File: src/include/ras_defs.vh
`ifndef RAS_DEFS_VH
`define RAS_DEFS_VH

// apb byte offsets
`define OFF_PTR       12'h000
`define OFF_STATUS    12'h004
`define OFF_IRQ_STAT  12'h008
`define OFF_IRQ_MASK  12'h00C
`define OFF_ENTRY0    12'h040

// pointer / status fields
`define PTR_W         4
`define PTR_RST       4'hF
`define DEPTH_W       5
`define DEPTH_MAX     5'h10
`define PC_W          14
`define HI_W          6
`define LO_W          8
`define ST_OVF_BIT    0
`define ST_EMPTY_BIT  1
`define ST_FULL_BIT   2

// interrupt events
`define IRQ_W         2
`define IRQ_OVF_BIT   0
`define IRQ_POP_EMPTY 1
`define IRQ_RST       2'h0

`endif

File: src/logic/entry_store.v
`timescale 1ns/1ps
`include "ras_defs.vh"

// sixteen 14-bit entries, one write port, two read ports
module entry_store (
   // clock and reset
   input  wire                  clk,
   input  wire                  rst_n,
   // write port
   input  wire                  wr_en,
   input  wire [`PTR_W-1:0]     wr_idx,
   input  wire [`PC_W-1:0]      wr_data,
   // read ports
   input  wire [`PTR_W-1:0]     rd_idx_a,
   output wire [`PC_W-1:0]      rd_data_a,
   input  wire [`PTR_W-1:0]     rd_idx_b,
   output wire [`PC_W-1:0]      rd_data_b
);

   wire [`PC_W*16-1:0] flat;

   genvar i;
   generate
      for (i = 0; i < 16; i = i + 1) begin : g_ent
         reg [`PC_W-1:0] ent_r;
         always @(posedge clk or negedge rst_n) begin
            if (!rst_n) begin
               ent_r <= {`PC_W{1'b0}};
            end else if (wr_en && wr_idx == i) begin
               ent_r <= wr_data;
            end
         end
         assign flat[i*`PC_W +: `PC_W] = ent_r;
      end
   endgenerate

   assign rd_data_a = flat[rd_idx_a*`PC_W +: `PC_W];
   assign rd_data_b = flat[rd_idx_b*`PC_W +: `PC_W];

endmodule

File: src/logic/event_sticky.v
`timescale 1ns/1ps
`include "ras_defs.vh"

// sticky event bits, write-one-to-clear, masked level interrupt
module event_sticky (
   // clock and reset
   input  wire                  clk,
   input  wire                  rst_n,
   // events and software clear
   input  wire [`IRQ_W-1:0]     evt,
   input  wire                  clr_en,
   input  wire [`IRQ_W-1:0]     clr_bits,
   input  wire                  mask_wr,
   input  wire [`IRQ_W-1:0]     mask_data,
   // state
   output reg  [`IRQ_W-1:0]     stat_r,
   output reg  [`IRQ_W-1:0]     mask_r,
   output wire                  irq
);

   always @(posedge clk or negedge rst_n) begin
      if (!rst_n) begin
         stat_r <= `IRQ_RST;
         mask_r <= `IRQ_RST;
      end else begin
         // a new event beats a simultaneous clear
         stat_r <= (stat_r & ~(clr_en ? clr_bits : `IRQ_RST)) | evt;
         if (mask_wr) begin
            mask_r <= mask_data;
         end
      end
   end

   assign irq = |(stat_r & mask_r);

endmodule

File: src/logic/return_address_stack.v
// Local design decisions: the register offsets and register access over APB.
`timescale 1ns/1ps
`include "ras_defs.vh"

module return_address_stack (
   // clock and system reset
   input  wire                  CLOCK,
   input  wire                  RESET_N,
   // sequencer side
   input  wire                  PUSH,
   input  wire [`PC_W-1:0]      PUSH_PC,
   input  wire                  POP,
   output reg  [`PC_W-1:0]      POP_PC,
   output reg                   POP_VALID,
   // apb slave
   input  wire                  PSEL,
   input  wire                  PENABLE,
   input  wire                  PWRITE,
   input  wire [11:0]           PADDR,
   input  wire [31:0]           PWDATA,
   output reg  [31:0]           PRDATA,
   output wire                  PREADY,
   output wire                  PSLVERR,
   // interrupt
   output wire                  IRQ
);

   reg  [`PTR_W-1:0]   ptr_r;
   reg  [`PTR_W-1:0]   ptr_nxt;
   reg  [`DEPTH_W-1:0] depth_r;
   reg  [`DEPTH_W-1:0] depth_nxt;
   reg                 ovf_r;
   reg                 do_store;
   reg                 ovf_evt;
   reg                 pop_empty_evt;
   reg                 mapped;
   reg  [31:0]         rdata_nxt;

   wire                apb_acc;
   wire                apb_wr;
   wire                apb_rd;
   wire                ptr_wr;
   wire                entry_hit;
   wire [`PTR_W-1:0]   entry_idx;
   wire [`PTR_W-1:0]   top_idx;
   wire [`PC_W-1:0]    top_pc;
   wire [`PC_W-1:0]    sw_pc;
   wire [`IRQ_W-1:0]   irq_stat;
   wire [`IRQ_W-1:0]   irq_mask;
   wire [`PC_W-1:0]    rd_entry;
   wire                rd_setup;

   assign apb_acc   = PSEL & PENABLE;
   assign apb_wr    = apb_acc & PWRITE;
   assign apb_rd    = apb_acc & ~PWRITE;
   assign PREADY    = 1'b1;
   assign PSLVERR   = apb_acc & ~mapped;
   assign ptr_wr    = apb_wr && PADDR == `OFF_PTR;
   assign entry_hit = PADDR[11:6] == `OFF_ENTRY0 >> 6;
   assign entry_idx = PADDR[5:2];
   // depth k holds its address in entry k-1, so the top is depth-1
   assign top_idx   = depth_r[`PTR_W-1:0] - 4'h1;
   // read data is loaded in the setup cycle so it stands in the access
   assign rd_setup  = PSEL & ~PENABLE & ~PWRITE;

   // stack movement; a push and pop together are treated as a push
   always @* begin
      ptr_nxt       = ptr_r;
      depth_nxt     = depth_r;
      do_store      = 1'b0;
      ovf_evt       = 1'b0;
      pop_empty_evt = 1'b0;
      if (PUSH) begin
         if (depth_r == `DEPTH_MAX) begin
            // no slot left: flag and park pointer one below F
            ptr_nxt = `PTR_RST - 4'h1;
            ovf_evt = 1'b1;
         end else begin
            ptr_nxt   = ptr_r - 4'h1;
            depth_nxt = depth_r + 5'h01;
            do_store  = 1'b1;
         end
      end else if (POP) begin
         if (depth_r == {`DEPTH_W{1'b0}}) begin
            // underflow: nothing to return, leave state alone
            pop_empty_evt = 1'b1;
         end else begin
            ptr_nxt   = ptr_r + 4'h1;
            depth_nxt = depth_r - 5'h01;
         end
      end else if (ptr_wr) begin
         // software may move the pointer; depth follows so empty stays F
         ptr_nxt   = PWDATA[`PTR_W-1:0];
         depth_nxt = {1'b0, `PTR_RST - PWDATA[`PTR_W-1:0]};
      end
   end

   always @(posedge CLOCK or negedge RESET_N) begin
      if (!RESET_N) begin
         ptr_r     <= `PTR_RST;
         depth_r   <= {`DEPTH_W{1'b0}};
         ovf_r     <= 1'b0;
         POP_PC    <= {`PC_W{1'b0}};
         POP_VALID <= 1'b0;
         PRDATA    <= 32'h0000_0000;
      end else begin
         ptr_r   <= ptr_nxt;
         depth_r <= depth_nxt;
         // no software path reaches this flag
         if (ovf_evt) begin
            ovf_r <= 1'b1;
         end
         POP_VALID <= POP & ~PUSH & (depth_r != {`DEPTH_W{1'b0}});
         if (POP && !PUSH && depth_r != {`DEPTH_W{1'b0}}) begin
            POP_PC <= top_pc;
         end
         if (rd_setup) begin
            PRDATA <= rdata_nxt;
         end
      end
   end

   entry_store u_store (
      .clk       (CLOCK),
      .rst_n     (RESET_N),
      // push writes slot depth_r; the sequencer hands the stacked opcode pc
      .wr_en     (do_store | (apb_wr & entry_hit & ~PUSH)),
      .wr_idx    (do_store ? depth_r[`PTR_W-1:0] : entry_idx),
      .wr_data   (do_store ? PUSH_PC : sw_pc),
      .rd_idx_a  (top_idx),
      .rd_data_a (top_pc),
      .rd_idx_b  (entry_idx),
      .rd_data_b (rd_entry)
   );

   // software entry writes: upper part in bits 13:8, lower in 7:0
   assign sw_pc = PWDATA[`PC_W-1:0];

   event_sticky u_evt (
      .clk       (CLOCK),
      .rst_n     (RESET_N),
      .evt       ({pop_empty_evt, ovf_evt}),
      .clr_en    (apb_wr && PADDR == `OFF_IRQ_STAT),
      .clr_bits  (PWDATA[`IRQ_W-1:0]),
      .mask_wr   (apb_wr && PADDR == `OFF_IRQ_MASK),
      .mask_data (PWDATA[`IRQ_W-1:0]),
      .stat_r    (irq_stat),
      .mask_r    (irq_mask),
      .irq       (IRQ)
   );

   // read mux and decode
   always @* begin
      rdata_nxt = 32'h0000_0000;
      mapped    = 1'b1;
      if (entry_hit) begin
         rdata_nxt[`PC_W-1:0] = rd_entry;
      end else begin
         case (PADDR)
            `OFF_PTR: begin
               rdata_nxt[`PTR_W-1:0] = ptr_r;
            end
            `OFF_STATUS: begin
               rdata_nxt[`ST_OVF_BIT]   = ovf_r;
               rdata_nxt[`ST_EMPTY_BIT] = depth_r == {`DEPTH_W{1'b0}};
               rdata_nxt[`ST_FULL_BIT]  = depth_r == `DEPTH_MAX;
               rdata_nxt[11:8]          = depth_r[3:0];
               rdata_nxt[12]            = depth_r[4];
            end
            `OFF_IRQ_STAT: begin
               rdata_nxt[`IRQ_W-1:0] = irq_stat;
            end
            `OFF_IRQ_MASK: begin
               rdata_nxt[`IRQ_W-1:0] = irq_mask;
            end
            default: begin
               mapped = 1'b0;
            end
         endcase
      end
   end

endmodule

File: config.mk
export PLATFORM = sky130hd
export DESIGN_NAME = return_address_stack
export DESIGN_NICKNAME = d
export VERILOG_FILES = /design/src/logic/entry_store.v /design/src/logic/event_sticky.v /design/src/logic/return_address_stack.v
export VERILOG_INCLUDE_DIRS = /design/src /design/src/include
export SDC_FILE = /design/constraint.sdc
export NUM_CORES = 1
export LEC_CHECK = 0
export BUFFER_PORTS_ARGS = -buffer_cell sky130_fd_sc_hd__buf_2
export CORE_AREA = 2 2 241 243
export CTS_CLUSTER_DIAMETER = 80
export DETAILED_ROUTE_END_ITERATION = 7
export DIE_AREA = 0 0 243 245
export GPL_ROUTABILITY_DRIVEN = 1
export PLACE_DENSITY = 0.5
export REMOVE_ABC_BUFFERS = 1
export SYNTH_ARGS = -nofsm -noshare
export SYNTH_HDL_FRONTEND = slang
export SYNTH_SLANG_ARGS = --single-unit
export TNS_END_PERCENT = 5
File: constraint.sdc
create_clock -name CLOCK -period 4.35 [get_ports CLOCK]
set_input_delay 0.87 -clock CLOCK [delete_from_list [all_inputs] [get_ports CLOCK]]
set_output_delay 0.87 -clock CLOCK [all_outputs]
set_load 0.02 [all_outputs]
==> results_dict.tcl <==
set metrics [dict create \
    worstPathArrival_ns 3.90 \
    grt_max_degree 110 \
    fmax_mhz 290.0 \
    hp-class "input port to async pin" \
    clockBufferDepth 3 \
    coreArea_mm2 0.05703 \
    syn_area_per_cell_um2 13.61 \
    tightest_slew_ns 0.9711 \
    h-tree-depth 1 \
    hold_buffers 0 \
    drc_errors 0 \
    p_leak_uw 0.007225 \
    stdcell_count 1930 \
    status "completed" \
    slew_violations 0 \
    synthArstFlopShare_pct 100.0 \
    finalHoldViolations 0 \
    drt_first_pass_iters 5 \
    synth.yosys.seq_area_share_pct 45.63 \
    peakVddDrop_v 0.0003537 \
    ant_nets 0 \
    grt-ovfl-total 0 \
    drt-initial-drc-count 973 \
    layout_min_cycle_time_ns 3.448 \
    crit_fanout 9 \
    tritoncts "done" \
    path_class "flop to flop" \
    synth_edf_count 0 \
    synth_ff_type "dfrtp_1" \
    finalSetupViolCount 0 \
    vias 9892 \
    viasPerCell 5.125 \
    initial_utilization_pct 25.69 \
    start_kind "flop" \
    die_area_mm2 0.05954 \
    placed_cells 1875 \
    root_buffer "clkbuf_16" \
    regArea_mm2 0.006690 \
    port_buffers 77 \
    final.setup_skew_ns 0.04217 \
    synth_cells 1077 \
    nFillCells 5823 \
    cts_inserted_buffers 30 \
    die_h_um 245 \
    post_cts_buffers 0 \
    globalplace.congestion 0.8208 \
    clk_latency_ns 0.61 \
    floorplan.rows 88 \
    ys_types 70 \
    grt_first_pass_wirelength_um 70000 \
    yosysWarnings 0 \
    drt-total-wl_um 46880 \
    dp_hpwl_um 29380 \
    track_usage_pct 15.71 \
    finalCritPeriodShare_pct 79.26 \
    clk_pin_slew_worst_paths_ns 0.06 \
    first_global_vias 10150 \
    grt_setup_unrepaired "no" \
    cap_violations 0 \
    die_w_um 243 \
    nets 1211 \
    ios 115 \
    multi_input_area_mm2 0.007468 \
    ys_ff_latch 267 \
    power_density_mw_per_mm2 700.0 \
    power_uw 11840 \
    synth_area_mm2 0.01465 \
    syn2layout_area_growth_pct 15.47 \
    cts_resized 0 \
    grt_antenna_before_repair 3 \
    relSlewSlack_pct 35.26 \
    drive_gt1_share_pct 46.05 \
    crit_path_end_kind "flop" \
    clock_sinks 267 \
    cp.required_ns 4.80 \
    wl_per_cell_um 24.29 \
]
registers in the layout, indices dropped and copies added (netlist names):
name and count:
POP_PC 14, POP_VALID 1, PRDATA 14, depth_r 5, ovf_r 1, ptr_r 4
u_evt.mask_r 2, u_evt.stat_r 2, u_store.g_ent.ent_r 224
power by group:
part / leakage, uW / switching, uW / internal, uW
clock: 0.000479 / 1090 / 1430
sequential: 0.00335 / 847 / 3600
combinational: 0.00340 / 2160 / 2710
total: 0.00723 / 4100 / 7750
kinds of logic after synthesis:
logic type,share of synthesized area [%]
AO/OA/AOI/OAI,6.046
adder cells (fa/ha/maj),0.3416
multiplexers,36.98
XOR/XNOR,0.2391
AND/OR/NAND/NOR,6.729
other,0.05125
flip-flops,45.63
buffers and inverters,3.979
cells in the mapped netlist (6+ instances only):
library cell  count  area (um^2)
clkbuf_1         38        142.6
mux2i_1          34        340.3
mux2_2          229         2579
nor3_1            7        35.03
o221ai_1         17        148.9
and2_1            7        43.79
nand2_1         100        375.4
nor2_1           14        52.55
a22o_1            6        52.55
buf_2            40        200.2
a21oi_1          19        95.09
nor2b_1          12        75.07
o21ai_0          21        105.1
a211oi_1          6        45.04
nand3_1          10        50.05
buf_4            23        172.7
inv_1             7        26.28
mux4_2          111         2500
a22oi_1          11        82.58
dfrtp_1         263         6581
placed cells by master (no fill, tap or decap), drive strengths merged, types with 8 or more instances in the layout:
master  Yosys  layout
nor2b      12      12
and2        8       8
mux2i      34      34
nor2       15      15
o221ai     17      17
mux4      111     111
o21ai      22      22
dfrtp     263     263
mux2      229     229
a21oi      19      19
nand2     100     100
a22oi      11      11
clkbuf     38      44
nand3      10      10
conb        2      19
clkinv      1      10
buf        69     123
worst max-delay path, stage by stage (launching register included):
cell      delay [ns]
dfrtp_1         0.49
inv_1           0.17
ha_2            0.31
and4bb_2        0.38
nor2_4          0.06
a221o_1         0.47
a211oi_4        0.73
buf_4           0.35
mux2_2          0.35
per-stage QoR:
stage	hold WS, ns	utilization (%)	worst slack, ns	setup TNS (ns)	instance area [um^2]
final	0.3805	29.67	0.9020	0	16920
after global routing	0.4370	29.66	0.8446	0	16920
after CTS	0.4024	29.66	0.9652	0	16920
after detailed placement	0.4584	27.97	0.7395	0	15950
after global placement	0.4561	27.97	0.7173	0	15950
after floorplan	0.4345	-	-1.020	-99.71	14160
metal layers:
metal | GRT usage (%) | vias up | wire length [um]
met2 | 25.00 | 314 | 21690
li1 | - | 4209 | -
met3 | 2.963 | 67 | 2587
met1 | 22.12 | 5300 | 21510
met4 | 3.627 | 2 | 1084
met5 | 0 | - | 13
area by class of cell:
class | instances | area share, %
diodes | 1 | 0.01479
clock buffers | 44 | 5.102
clock inverters | 10 | 0.5916
inverters | 8 | 0.1775
multi-input cells | 712 | 44.14
flip-flops and latches | 267 | 39.54
well taps | 765 | 5.657
repair buffers | 123 | 4.777
worst paths after layout:
kind | from | endpoint | slack [ns] | depth (start not counted)
setup / recovery | depth_r[1] | u_store.g_ent[8].ent_r[0] | 0.90 | 8
setup reg to reg | depth_r[1] | u_store.g_ent[8].ent_r[0] | 0.90 | 8
max in group asynchronous | RESET_N | ptr_r[0] | 3.00 | 2
min in group CLOCK | ovf_r | ovf_r | 0.47 | 1
hold reg to reg | ovf_r | ovf_r | 0.47 | 1
hold / removal | RESET_N | u_store.g_ent[10].ent_r[13] | 0.38 | 1
No activity file was read; power rests on OpenSTA's default activity.
